**src/shared/tsh_defs.vh**
```
// Constants for the time switch host port: offsets, field positions,
// reset values and timing counts.
// Assumes inclusion by bare name from every design file that needs them.
`ifndef TSH_DEFS_VH
`define TSH_DEFS_VH

// ----------------------------------------
// Direct addressing by register select line
// ----------------------------------------
`define TSH_SEL_DIRECT 1'h0
`define TSH_SEL_PORT 1'h1

// ----------------------------------------
// Indirect addresses and byte positions
// ----------------------------------------
`define TSH_ADDR_SETUP 8'hfe
`define TSH_ADDR_FSHIFT 8'hff
`define TSH_IDX_CTL 2'h0
`define TSH_IDX_DATA 2'h1
`define TSH_IDX_ADDR 2'h2
`define TSH_CTL_TGT_HI 5
`define TSH_CTL_TGT_LO 4
`define TSH_CTL_SPARE 1
`define TSH_CTL_DIR 0

// ----------------------------------------
// Operating control and condition flags
// ----------------------------------------
`define TSH_OC_ABORT_BIT 6
`define TSH_CF_PEND_BIT 7
`define TSH_CF_MRST_BIT 6
`define TSH_CF_LOSS_BIT 5

// ----------------------------------------
// Reset values
// ----------------------------------------
`define TSH_OC_RST 8'h00
`define TSH_SETUP_RST 8'hff
`define TSH_FSHIFT_RST 8'h00
`define TSH_SETUP_RD_ONES 6'h3f

// ----------------------------------------
// Timing
// ----------------------------------------
`define TSH_CLK_MHZ 10
`define TSH_ACCESS_NS 900
`define TSH_ACCESS_CYC ((`TSH_ACCESS_NS * `TSH_CLK_MHZ) / 1000)

`endif

```
**src/hw/tsh_sync.v**
```verilog
// Two-stage synchroniser for a bundle of pin inputs.
// Assumes the pins are asynchronous to clk_sys_i; only stage two is read.
module tsh_sync #(
    parameter W = 8,
    parameter [W-1:0] RST_VAL = {W{1'b0}}
) (
    input wire clk_sys_i,           // System clock
    input wire rst_b_i,             // Async reset, active low
    input wire [W-1:0] async_i,     // Raw pin levels
    output reg [W-1:0] sync_o       // Synchronised levels
);

    reg [W-1:0] meta_q;

    always @(posedge clk_sys_i or negedge rst_b_i) begin
        if (!rst_b_i) begin
            meta_q <= RST_VAL;
            sync_o <= RST_VAL;
        end else begin
            meta_q <= async_i;
            sync_o <= meta_q;
        end
    end

endmodule

```
**src/hw/tsh_map_mem.v**
```verilog
// Connection map storage: flip-flop array, one write port, a combinational
// host read port and a registered read port for the output timing logic.
// Assumes one write per cycle from the host port control.
module tsh_map_mem #(
    parameter DEPTH = 256,
    parameter AW = 8,
    parameter DW = 10
) (
    input wire clk_sys_i,              // System clock
    input wire rst_b_i,                // Async reset, active low
    input wire wr_en_i,                // Write strobe, one cycle
    input wire [AW-1:0] wr_addr_i,     // Write location
    input wire [DW-1:0] wr_data_i,     // Write word
    input wire [AW-1:0] host_addr_i,   // Host read location
    output wire [DW-1:0] host_data_o,  // Host read word, combinational
    input wire [AW-1:0] scan_addr_i,   // Timing read location
    output reg [DW-1:0] scan_data_o    // Timing read word, registered
);

    reg [DW-1:0] cell_q [0:DEPTH-1];

    // ----------------------------------------
    // Storage cells
    // ----------------------------------------
    genvar gi;
    generate
        for (gi = 0; gi < DEPTH; gi = gi + 1) begin : g_cell
            localparam [31:0] CELL_IDX = gi;
            always @(posedge clk_sys_i or negedge rst_b_i) begin
                if (!rst_b_i) begin
                    cell_q[gi] <= {DW{1'b0}};
                end else if (wr_en_i && (wr_addr_i == CELL_IDX[AW-1:0])) begin
                    cell_q[gi] <= wr_data_i;
                end
            end
        end
    endgenerate

    assign host_data_o = cell_q[host_addr_i];

    always @(posedge clk_sys_i or negedge rst_b_i) begin
        if (!rst_b_i) begin
            scan_data_o <= {DW{1'b0}};
        end else begin
            scan_data_o <= cell_q[scan_addr_i];
        end
    end

endmodule

```
**src/hw/tsh_host_port.v**
```verilog
// Eight-bit host port of a time-slot switch: direct control and flag
// registers plus the three-byte indirect port to the setup, frame shift
// and connection map storage.
// Assumes host pins are asynchronous; all are synchronised before use,
// so strobes must last several clk_sys_i periods.
`include "tsh_defs.vh"

// Notes on behaviour
// [RQ1] Accesses ignored unless chip select low
// [RQ2] Control write-only, flags read-only, others read-write
// [RQ3] Select line picks direct registers or port
// [RQ4] Indirect access is three port bytes
// [RQ5] Host checks pending and reset flags first
// [RQ6] Pending set first byte, cleared within 900ns
// [RQ7] Host idles both strobes between bytes
// [RQ8] Direct registers usable during indirect access
// [RQ9] Abort bit cancels current indirect access
// [RQ10] Target bits choose register, map read, write
// [RQ11] Direction bit chooses register read or write
// [RQ12] Address FE setup, FF frame shift
// [RQ13] Address byte is map location
// [RQ14] Map word takes control low bits high
// [RQ15] Read result overwrites data and control bits
// [RQ16] Readback sets pending, clears within 900ns
// [RQ17] Register readback shows control low bits ones
// [RQ18] Byte counter returns to control on end
module tsh_host_port #(
    parameter MAP_DEPTH = 256,
    parameter MAP_AW = 8,
    parameter MAP_DW = 10
) (
    input wire clk_sys_i,                      // System clock, 10 MHz
    input wire rst_b_i,                        // Async reset, active low
    input wire [7:0] host_bus_i,               // Host data bus in
    output reg [7:0] host_bus_o,               // Host data bus out
    output reg host_bus_oe_o,                  // Drive enable for bus
    input wire register_select_line_i,         // 0 direct, 1 port
    input wire cs_b_i,                         // Chip select, active low
    input wire wr_b_i,                         // Write strobe, active low
    input wire rd_b_i,                         // Read strobe, active low
    input wire mem_reset_busy_i,               // Map reset running
    input wire data_loss_i,                    // Data loss condition
    input wire [MAP_AW-1:0] map_scan_addr_i,   // Timing read location
    output wire [MAP_DW-1:0] map_scan_data_o,  // Timing read word
    output reg [7:0] operating_control_o,      // Control register
    output reg [7:0] setup_select_o,           // Setup register
    output reg [7:0] frame_shift_o,            // Frame shift register
    output reg pending_o                       // Indirect access busy
);

    // ----------------------------------------
    // Local constants
    // ----------------------------------------
    localparam [2:0] PH_IDLE = 3'h0;
    localparam [2:0] PH_EXEC = 3'h1;
    localparam [2:0] PH_READY = 3'h2;
    localparam [2:0] PH_RBK = 3'h3;
    localparam [2:0] PH_DONE = 3'h4;
    localparam [31:0] BUSY_FULL = `TSH_ACCESS_CYC;
    localparam [3:0] BUSY_CYC = BUSY_FULL[3:0];
    // Pin sync and commit already use three clocks of the access time
    localparam [3:0] EXEC_CYC = BUSY_CYC - 4'h3;

    // ----------------------------------------
    // Pin synchronisers
    // ----------------------------------------
    wire [11:0] pins_s;
    wire [7:0] bus_s;
    wire sel_s;
    wire cs_b_s;
    wire wr_b_s;
    wire rd_b_s;

    tsh_sync #(
        .W(12),
        .RST_VAL(12'he00)
    ) u_sync (
        .clk_sys_i(clk_sys_i),
        .rst_b_i(rst_b_i),
        .async_i({cs_b_i, wr_b_i, rd_b_i, register_select_line_i, host_bus_i}),
        .sync_o(pins_s)
    );

    assign bus_s = pins_s[7:0];
    assign sel_s = pins_s[8];
    assign rd_b_s = pins_s[9];
    assign wr_b_s = pins_s[10];
    assign cs_b_s = pins_s[11];

    // ----------------------------------------
    // Strobe edges
    // ----------------------------------------
    reg wr_prev_q;
    reg rd_prev_q;
    reg wr_act_q;
    reg wr_sel_q;
    reg [7:0] bus_prev_q;
    wire wr_start;
    wire wr_end;
    wire rd_start;

    // Edges only count while chip select is low, see [RQ1]
    assign wr_start = wr_prev_q & ~wr_b_s & ~cs_b_s;
    assign rd_start = rd_prev_q & ~rd_b_s & ~cs_b_s & wr_b_s;
    // Data taken one cycle before the strobe rises, to respect short hold
    assign wr_end = wr_act_q & wr_b_s;

    always @(posedge clk_sys_i or negedge rst_b_i) begin
        if (!rst_b_i) begin
            wr_prev_q <= 1'b1;
            rd_prev_q <= 1'b1;
            wr_act_q <= 1'b0;
            wr_sel_q <= 1'b0;
            bus_prev_q <= 8'h00;
        end else begin
            wr_prev_q <= wr_b_s;
            rd_prev_q <= rd_b_s;
            bus_prev_q <= bus_s;
            if (wr_start) begin
                wr_act_q <= 1'b1;
                wr_sel_q <= sel_s;
            end else if (wr_b_s || cs_b_s) begin
                wr_act_q <= 1'b0;
            end
        end
    end

    wire oc_wr = wr_end & (wr_sel_q == `TSH_SEL_DIRECT);    // see [RQ3]
    wire port_wr = wr_end & (wr_sel_q == `TSH_SEL_PORT);    // see [RQ3]
    wire port_rd = rd_start & (sel_s == `TSH_SEL_PORT);
    wire abort = oc_wr & bus_prev_q[`TSH_OC_ABORT_BIT];     // see [RQ9]

    // ----------------------------------------
    // Indirect port state
    // ----------------------------------------
    reg [7:0] port_q [0:2];
    reg [1:0] seq_q;
    reg [2:0] phase_q;
    reg [3:0] cnt_q;
    reg op_read_q;
    reg op_reg_q;
    reg map_we_q;
    reg [MAP_AW-1:0] map_wa_q;
    reg [MAP_DW-1:0] map_wd_q;
    wire [MAP_DW-1:0] map_host_data;

    tsh_map_mem #(
        .DEPTH(MAP_DEPTH),
        .AW(MAP_AW),
        .DW(MAP_DW)
    ) u_map (
        .clk_sys_i(clk_sys_i),
        .rst_b_i(rst_b_i),
        .wr_en_i(map_we_q),
        .wr_addr_i(map_wa_q),
        .wr_data_i(map_wd_q),
        .host_addr_i(port_q[`TSH_IDX_ADDR][MAP_AW-1:0]),
        .host_data_o(map_host_data),
        .scan_addr_i(map_scan_addr_i),
        .scan_data_o(map_scan_data_o)
    );

    // Decode of the assembled request, control byte already held
    wire [7:0] ctl_b = port_q[`TSH_IDX_CTL];
    wire tgt_reg = ctl_b[`TSH_CTL_TGT_HI] & ctl_b[`TSH_CTL_TGT_LO];  // see [RQ10]
    wire tgt_mrd = ~ctl_b[`TSH_CTL_TGT_HI] & ~ctl_b[`TSH_CTL_TGT_LO];  // see [RQ10]
    // Spare control bit is ignored for register accesses, see [RQ11]
    wire is_read = tgt_reg ? ctl_b[`TSH_CTL_DIR] : tgt_mrd;

    // Register read result: selected register, unmatched address gives zero
    reg [7:0] reg_rd;
    always @* begin
        case (port_q[`TSH_IDX_ADDR])
            `TSH_ADDR_SETUP: reg_rd = setup_select_o;    // see [RQ12]
            `TSH_ADDR_FSHIFT: reg_rd = frame_shift_o;    // see [RQ12]
            default: reg_rd = 8'h00;
        endcase
    end

    // Readback view of the control byte; unused bits read back as ones
    wire [7:0] ctl_rd = {2'h3, ctl_b[5:4], 2'h3, ctl_b[1:0]};
    wire [7:0] port_view = (phase_q == PH_READY || phase_q == PH_RBK) ?
        ((seq_q == `TSH_IDX_CTL) ? ctl_rd : port_q[seq_q]) : port_q[seq_q];

    always @(posedge clk_sys_i or negedge rst_b_i) begin
        if (!rst_b_i) begin
            port_q[0] <= 8'h00;
            port_q[1] <= 8'h00;
            port_q[2] <= 8'h00;
            seq_q <= `TSH_IDX_CTL;
            phase_q <= PH_IDLE;
            cnt_q <= 4'h0;
            op_read_q <= 1'b0;
            op_reg_q <= 1'b0;
            pending_o <= 1'b0;
            map_we_q <= 1'b0;
            map_wa_q <= {MAP_AW{1'b0}};
            map_wd_q <= {MAP_DW{1'b0}};
            setup_select_o <= `TSH_SETUP_RST;
            frame_shift_o <= `TSH_FSHIFT_RST;
        end else begin
            map_we_q <= 1'b0;
            if (abort) begin
                // Cancel wherever the sequence stands, see [RQ9] [RQ18]
                seq_q <= `TSH_IDX_CTL;
                phase_q <= PH_IDLE;
                cnt_q <= 4'h0;
                pending_o <= 1'b0;
            end else begin
                case (phase_q)
                    PH_IDLE: begin
                        if (port_wr) begin
                            // Three bytes in order, see [RQ4]
                            port_q[seq_q] <= bus_prev_q;
                            if (seq_q == `TSH_IDX_CTL) begin
                                pending_o <= 1'b1;    // see [RQ6]
                            end
                            if (seq_q == `TSH_IDX_ADDR) begin
                                seq_q <= `TSH_IDX_CTL;
                                phase_q <= PH_EXEC;
                                cnt_q <= EXEC_CYC;
                            end else begin
                                seq_q <= seq_q + 2'h1;
                            end
                        end
                    end
                    PH_EXEC: begin
                        cnt_q <= cnt_q - 4'h1;
                        if (cnt_q == EXEC_CYC) begin
                            op_read_q <= is_read;
                            op_reg_q <= tgt_reg;
                            if (!is_read && tgt_reg) begin
                                if (port_q[`TSH_IDX_ADDR] == `TSH_ADDR_SETUP) begin
                                    setup_select_o <= port_q[`TSH_IDX_DATA];    // see [RQ12]
                                end
                                if (port_q[`TSH_IDX_ADDR] == `TSH_ADDR_FSHIFT) begin
                                    frame_shift_o <= port_q[`TSH_IDX_DATA];    // see [RQ12]
                                end
                            end
                            if (!is_read && !tgt_reg) begin
                                map_we_q <= 1'b1;
                                // Location from address byte, see [RQ13]
                                map_wa_q <= port_q[`TSH_IDX_ADDR][MAP_AW-1:0];
                                // Control low bits on top, see [RQ14]
                                map_wd_q <= {ctl_b[1:0], port_q[`TSH_IDX_DATA]};
                            end
                        end
                        if (cnt_q == 4'h1) begin
                            // Finishes within the access time, see [RQ6]
                            pending_o <= 1'b0;
                            seq_q <= `TSH_IDX_CTL;    // see [RQ18]
                            if (op_read_q) begin
                                phase_q <= PH_READY;
                                // Result replaces data, see [RQ15] [RQ17]
                                if (op_reg_q) begin
                                    port_q[`TSH_IDX_DATA] <= reg_rd;
                                    port_q[`TSH_IDX_CTL][1:0] <= 2'h3;
                                end else begin
                                    port_q[`TSH_IDX_DATA] <= map_host_data[7:0];
                                    port_q[`TSH_IDX_CTL][1:0] <= map_host_data[9:8];
                                end
                            end else begin
                                phase_q <= PH_IDLE;
                            end
                        end
                    end
                    PH_READY, PH_RBK: begin
                        if (port_rd) begin
                            phase_q <= PH_RBK;
                            if (seq_q == `TSH_IDX_CTL) begin
                                pending_o <= 1'b1;    // see [RQ16]
                            end
                            if (seq_q == `TSH_IDX_ADDR) begin
                                seq_q <= `TSH_IDX_CTL;
                                phase_q <= PH_DONE;
                                cnt_q <= BUSY_CYC;
                            end else begin
                                seq_q <= seq_q + 2'h1;
                            end
                        end
                    end
                    PH_DONE: begin
                        cnt_q <= cnt_q - 4'h1;
                        if (cnt_q == 4'h1) begin
                            // Mechanism reset after readback, see [RQ16] [RQ18]
                            pending_o <= 1'b0;
                            phase_q <= PH_IDLE;
                        end
                    end
                    default: begin
                        phase_q <= PH_IDLE;
                        seq_q <= `TSH_IDX_CTL;
                        pending_o <= 1'b0;
                    end
                endcase
            end
        end
    end

    // ----------------------------------------
    // Direct registers and bus drive
    // ----------------------------------------
    wire [7:0] flags;
    assign flags = {pending_o, mem_reset_busy_i, data_loss_i, 5'h00};

    always @(posedge clk_sys_i or negedge rst_b_i) begin
        if (!rst_b_i) begin
            operating_control_o <= `TSH_OC_RST;
            host_bus_o <= 8'h00;
            host_bus_oe_o <= 1'b0;
        end else begin
            // Served in any phase of the indirect sequence, see [RQ8]
            if (oc_wr) begin
                operating_control_o <= bus_prev_q;    // see [RQ2]
            end
            if (rd_start) begin
                host_bus_oe_o <= 1'b1;
                // Control register never read back, see [RQ2] [RQ3]
                host_bus_o <= (sel_s == `TSH_SEL_PORT) ? port_view : flags;
            end else if (rd_b_s || cs_b_s) begin
                host_bus_oe_o <= 1'b0;
            end
        end
    end

endmodule

```
**config.mk**
```make
export PLATFORM = sky130hd
export DESIGN_NAME = tsh_host_port
export DESIGN_NICKNAME = d
export VERILOG_FILES = /design/src/hw/tsh_sync.v /design/src/hw/tsh_map_mem.v /design/src/hw/tsh_host_port.v
export VERILOG_INCLUDE_DIRS = /design/src /design/src/shared
export SDC_FILE = /design/constraint.sdc
export NUM_CORES = 2
export LEC_CHECK = 0
export CORE_MARGIN = 3
export CORE_UTILIZATION = 57
export CTS_CLUSTER_SIZE = 25
export DETAILED_ROUTE_END_ITERATION = 6
export DONT_BUFFER_PORTS = 1
export PLACE_DENSITY = 0.79
export RECOVER_POWER = 50
export SKIP_CTS_REPAIR_TIMING = 1
export SLEW_MARGIN = 20
export SYNTH_ARGS = -nofsm -noshare
export SYNTH_HDL_FRONTEND = slang
export SYNTH_SLANG_ARGS = --single-unit
```
**constraint.sdc**
```tcl
create_clock -name clk_sys_i -period 5.3 [get_ports clk_sys_i]
set_clock_uncertainty 0.2 [all_clocks]
set_input_delay 0.795 -clock clk_sys_i [delete_from_list [all_inputs] [get_ports clk_sys_i]]
set_output_delay 0.795 -clock clk_sys_i [all_outputs]
set_load 0.05 [all_outputs]
```
Word-level counts from Yosys, hierarchy flattened
Index checks and enable logic that the tools add are counted.

word-level totals
  memories = 0
  bits in read-only memories = 0
  latch bits = 0
  register bits = 2,694
  word-level logic and storage cells = 925
  RAM bits = 0
  bits of input ports = 24

operators by class
  equal/unequal tests = 275
  mux-type cells = 57
  $lt $le $gt $ge = 4
  shifts and indexed selects = 0
  reduce and logical (&&, ||, !) cells = 283
  bitwise operators = 22
  add/sub/neg operators = 2
  multiply operators = 0
  divide/modulo/power cells = 0

operator list
  operator            count
  $eq 8x8->1 const B  130
  $eq 8x7->1 const B  64
  $logic_and 1x1->1   259
  $eq 8x6->1 const B  32
  $bmux 10 s8         2
  $eq 8x5->1 const B  16
  $mux 10             7
  $eq 8x4->1 const B  8
  $mux 8              6
  $eq 8x3->1 const B  4
  $reduce_and 5->1    5
  $bwmux 24           1
  $mux 3              7
  $mux 4              5
  $pmux 10 s2         1
  $ge 9x9->1 const B  2
  $mux 18             1
  $ne 3x3->1 const B  6
  $not 8->9           2
  $bmux 8 s2          1
  $demux 8 s2         1
  $eq 8x2->1 const B  2
  $pmux 8 s2          1
  $mux 1              14
  31 further kinds    66

Depth between registers and ports, before layout
  word-level depth = 9
  depth in mapped cells = 13
  mapped depth without buffers = 9

Hierarchy
From an unflattened synthesis, not the netlist that was laid out.

unflattened totals
  cells, all modules = 9,609
  area total of the unflattened synthesis = 142,570.5 um^2

by module, submodules not included
  module         times used  cells an instance  seq. area each (um^2)  area each (um^2)
  tsh_map_mem    1           9,194              64,311.7               137,285.4
  tsh_host_port  1           391                2,514.9                4,677.0
  tsh_sync       1           24                 608.1                  608.1

Worst setup path before layout
Ideal clock, no wire load.

  path type = input-to-reg
  start point = input port map_scan_addr_i[1]
  end point = register u_map.scan_data_o[0]
  stages = 8
  arrival = 3,120 ps
  slack = 1,841 ps
  cell sequence = buf_2 -> clkbuf_1 -> buf_1 -> mux4_2 -> mux4_2 -> a22oi_1 -> a21oi_1 -> or4_1

between the ends
  cells in the longest elaborated chain, start to end = 4

ends and longest elaborated chain
  what                                        RTL line            RTL
  from (decl)                                 tsh_host_port.v:43  input wire [MAP_AW-1:0] map_scan_addr_i,
  $not 8->9 (not written as such)             tsh_map_mem.v:45    scan_data_o <= cell_q[scan_addr_i];
  $bmux 10 s8                                 tsh_map_mem.v:45
  $mux 10 (not written as such) (2 in a row)  tsh_map_mem.v:45
  to (signal assigned)                        tsh_map_mem.v:43    scan_data_o <= {DW{1'b0}};
  to (signal assigned)                        tsh_map_mem.v:45
  to (decl)                                   tsh_map_mem.v:17    output reg [DW-1:0] scan_data_o

No other way between the ends. The select of a mux whose other input is x is not followed.
A chain may end at the register's enable or synchronous reset.

Worst setup path after layout
  start point = register port_q[4] (netlist bit)
  end point = register port_q[13] (netlist bit)

between the ends
  cells in the longest elaborated chain, start to end = 8
  elaborated cells between the ends (all ways) = 11
  those cells by class = eq/ne (2); mux (8); bitwise (1)

ends and longest elaborated chain
  what                                        RTL line             RTL
  from (decl)                                 tsh_host_port.v:136  reg [7:0] port_q [0:2];
  from (signal, indexed assignment)           tsh_host_port.v:214  port_q[seq_q] <= bus_prev_q;
  from (signal, indexed assignment)           tsh_host_port.v:256  port_q[`TSH_IDX_DATA] <= reg_rd;
  from (signal, indexed assignment)           tsh_host_port.v:259  port_q[`TSH_IDX_DATA] <= map_host_data[7:0];
  $not 8->9 (not written as such)             tsh_map_mem.v:39     assign host_data_o = cell_q[host_addr_i];
  $bmux 10 s8                                 tsh_map_mem.v:39
  $mux 10 (not written as such) (2 in a row)  tsh_map_mem.v:39
  $mux 10 *                                   tsh_host_port.v:255  if (op_reg_q) begin
  $mux 10 *                                   tsh_host_port.v:252  if (op_read_q) begin
  $mux 10 *                                   tsh_host_port.v:248  if (cnt_q == 4'h1) begin
  $pmux 10 s2 *                               tsh_host_port.v:210  case (phase_q)

Mark *: on every way between the ends. The rest lies on a longest branch, timed or not. The select of a mux whose other input is x is not followed.

==> run summary <==
Top Family by Delay on Critical Path: buffers and inverters
routability-driven placement congestion ratio: 1.05
CTS tree: yes
Crit-path slowest cell: clkbuf_1
NetSw: 14.8 mW
layout cells sized above 1: 0.550
Setup Viol. Count Final: 0
routing usage on met1: 0.465
Comb power frac: 0.157
cells taking the most area after synthesis: dfrtp_1 47%, mux4_2 23%, mux2_2 21%
DRT antenna net count: 0
WP data arrival: 5.78 ns
sequential area share after synthesis: 0.478
outcome: complete, but fails checks
RSZ-0062 raised after global routing: no
synthesized flop and latch total: 2694
vias: 94600
Initial Utilization: 0.574
full die area: 254000 sq um
Crit path largest cell delay: 1.67 ns
Num CTS Buffers: 301
critical path required time: 5.92 ns
Slew HR: -1.82
Clk Tree Root Cell: clkbuf_16
Buf+Inv Stages, Crit Path: 2
clock slew at reported path FFs: 0.06 ns
Setup CP Type: reg -> reg
hpwl dp: 303000 microns
vias in the first global route: 94800
clock group share of total power: 0.418
GR peak layer: met2
maxcap violations: 2
Clock Latency Late Sink: 0.98 ns
drt initial violations: 13100
clock tree buffer depth: 4
async set or reset register ratio after synthesis: 1.00
clock sinks: 2694
DRC errors left: 181
nets: 9063
Core ar.: 246000 sq um
GRT met3 Usage: 0.147
R2R Setup Slk: 0.13 ns
placed cell areas: 147000 sq um
fin. max-slew vios: 140
WL per Instance: 37.7 microns
Die X: 504 microns
CP Cell Sequence: buf_4 -> clkbuf_1 -> nand2_1 -> o22ai_1 -> o311ai_0 -> a211oi_1 -> a21oi_1
Total Power: 50.5 mW
post-layout minimum cycle time: 5.17 ns
Internal: 35.7 mW
cell taking the most area after synthesis: dfrtp_1
drt first pass iters: 7
Worst Tran Pin Value: 4.23 ns
grt total ovfl: 0
crit share post-route: 0.975
Mapped Cells: 8988
fillcell total: 16800
PD cells: 322 nW/um^2
failing checks: design-rule violations, max-capacitance violations, max-slew violations
Area Overhead vs Synth: 11.1%
Total GRT Usage: 0.370
largest net degree at the start of global routing: 641
max frequency: 194 MHz
sequential power share: 0.425
top_reg_cell synth: dfrtp_1
Routed WL: 475000 microns
Sw Ratio: 0.293
Worst Setup Start Kind: register
io pins: 68
mapped cell area: 141000 sq um
final hold vios: 0
Post-synth EDFFs: 0
initial antenna violation count: 32
design area: 157000 sq um
row cnt: 182
post-synthesis cell type count: 65
Port Buffers: 0
static leakage: 70.2 nW
critical path peak fanout: 20
Peak supply drop: 392 uV
YS warnings: 0
Syn Nets: 9015
Syn Area/Cell: 15.7 sq um
die height: 504 microns
Worst Setup End Kind: register
first-pass GRT wire length: 681000 microns
HP Class: reg -> reg
total number of H-tree levels: 5
vias per cell: 7.51
Synth top area share: 0.475
met2 Use GR: 0.525
cell usage after synthesis, types with 5 or more instances:
master,instances
mux2_2,2632
buf_6,20
and2_1,13
a22o_1,7
a22oi_1,160
a41oi_1,5
o21ai_0,82
clkbuf_1,547
a211oi_1,13
mux4_2,1433
nor3_1,32
o21a_1,9
nand4_1,11
nand2b_1,18
buf_2,119
nor4_1,6
a221oi_1,47
or2_2,6
and3_1,5
inv_1,13
buf_1,43
o211ai_1,10
nand2_1,220
buf_4,43
dfrtp_1,2678
o221ai_1,10
dfstp_2,16
a21oi_1,117
a2111oi_0,5
nor2b_1,23
mux2i_1,143
o22ai_1,43
nor2_1,319
or4_1,11
a211o_1,5
a31oi_1,16
nor3b_1,5
nand3_1,45
routing by layer:
layer  share of wire  up-vias  routed length (microns)
li1                -    35300                        -
met1            0.35    50300                   164000
met2            0.43     7094                   206000
met3            0.13     1840                    63100
met4           0.086       22                    40900
met5          0.0018        -                      873
power by group through the flow:
stage / Sequential (mW) / Clock, mW / Combinational (mW)
final: 21.5 / 21.1 / 7.90
after floorplan: 21.3 / 0 / 4.45
after CTS: 21.4 / 21.2 / 7.38
after global routing: 21.4 / 22.1 / 7.97
after global placement: 21.8 / 0 / 7.27
after detailed placement: 21.8 / 0 / 7.35
flip-flops by register name (all words and copies together) (netlist names), 2 cells and up:
name	flops
phase_q	3
u_sync.meta_q	12
setup_select_o	8
u_sync.sync_o	12
ctl_b	8
map_wd_q	10
bus_prev_q	8
cnt_q	4
operating_control_o	8
seq_q	2
u_map.scan_data_o	10
frame_shift_o	8
map_wa_q	8
u_map.cell_q	2560
host_bus_o	8
port_q	16
worst paths after layout:
path,start,depth (start not counted),end
worst max-delay path,port_q[4]$_DFFE_PN0P_,7,port_q[13]$_DFFE_PN0P_
worst min-delay path,u_sync.sync_o[6]$_DFF_PN0_,0,bus_prev_q[6]$_DFF_PN0_
worst max register to register,port_q[4]$_DFFE_PN0P_,7,port_q[13]$_DFFE_PN0P_
worst min register to register,u_sync.sync_o[6]$_DFF_PN0_,0,bus_prev_q[6]$_DFF_PN0_
max in group asynchronous,rst_b_i,3,u_map.cell_q[1311]$_DFFE_PN0P_
min in group asynchronous,rst_b_i,2,u_map.cell_q[661]$_DFFE_PN0P_
worst register-to-register path: stages, from the launching register on:
cell	delay (ns)
dfrtp_2	0.47
buf_4	0.55
clkbuf_1	1.68
nand2_1	0.57
o22ai_1	0.30
o311ai_0	0.34
a211oi_1	0.75
a21oi_1	0.16
layout make-up:
| cell class | instances | area, sq um | area share |
|---|---|---|---|
| timing repair buffer | 517 | 4670 | 0.0298 |
| clock inverter | 55 | 677 | 0.00432 |
| tap | 3312 | 4140 | 0.0264 |
| sequential | 2694 | 67500 | 0.430 |
| antenna | 33 | 82.6 | 0.000527 |
| multi-input combinational | 5508 | 70600 | 0.450 |
| inverter | 14 | 60.1 | 0.000383 |
| clock buffer | 462 | 9170 | 0.0585 |
kinds of logic after synthesis:
family          share of synthesized area
compound gates                     0.0269
xor+xnor                         0.000124
fa+ha+maj                        0.000266
buf+inv                            0.0242
flops                               0.478
mux                                 0.449
simple gates                       0.0225
placed cells by master (no fill, tap or decap), drive strengths merged, types with 11 or more instances in the layout:
master / netlist / layout
and2: 15 / 15
buf: 225 / 455
mux4: 1433 / 1433
dfrtp: 2678 / 2678
a21oi: 117 / 117
clkinv: 0 / 35
mux2: 2632 / 2632
clkbuf: 547 / 509
inv: 14 / 19
nor2b: 23 / 23
nand3: 45 / 45
or4: 11 / 11
nand4: 11 / 11
bufinv: 0 / 15
nand2: 220 / 220
diode: 0 / 33
mux2i: 143 / 143
a22oi: 160 / 160
a211oi: 13 / 13
nor3: 32 / 32
dfstp: 16 / 16
o22ai: 43 / 43
nand2b: 18 / 18
a31oi: 16 / 16
nor2: 319 / 319
dlygate4sd3: 0 / 15
o21ai: 86 / 86
a221oi: 47 / 47
stage by stage:
stage | setup WS [ns] | util | setup TNS [ns] | instances | hold WS (ns)
2_1_floorplan | 1.84 | - | 0 | 8988 | 0.131
3_3_place_gp | -1.45 | 0.596 | -11.22 | 12000 | 0.136
3_5_place_dp | -1.63 | 0.596 | -12.93 | 12000 | 0.138
4_1_cts | -0.592 | 0.636 | -2.53 | 12500 | -0.407
5_1_grt | 0.0370 | 0.637 | 0 | 12600 | 0.160
6_report | 0.135 | 0.637 | 0 | 12600 | 0.148
No activity file was read; power rests on OpenSTA's default activity.
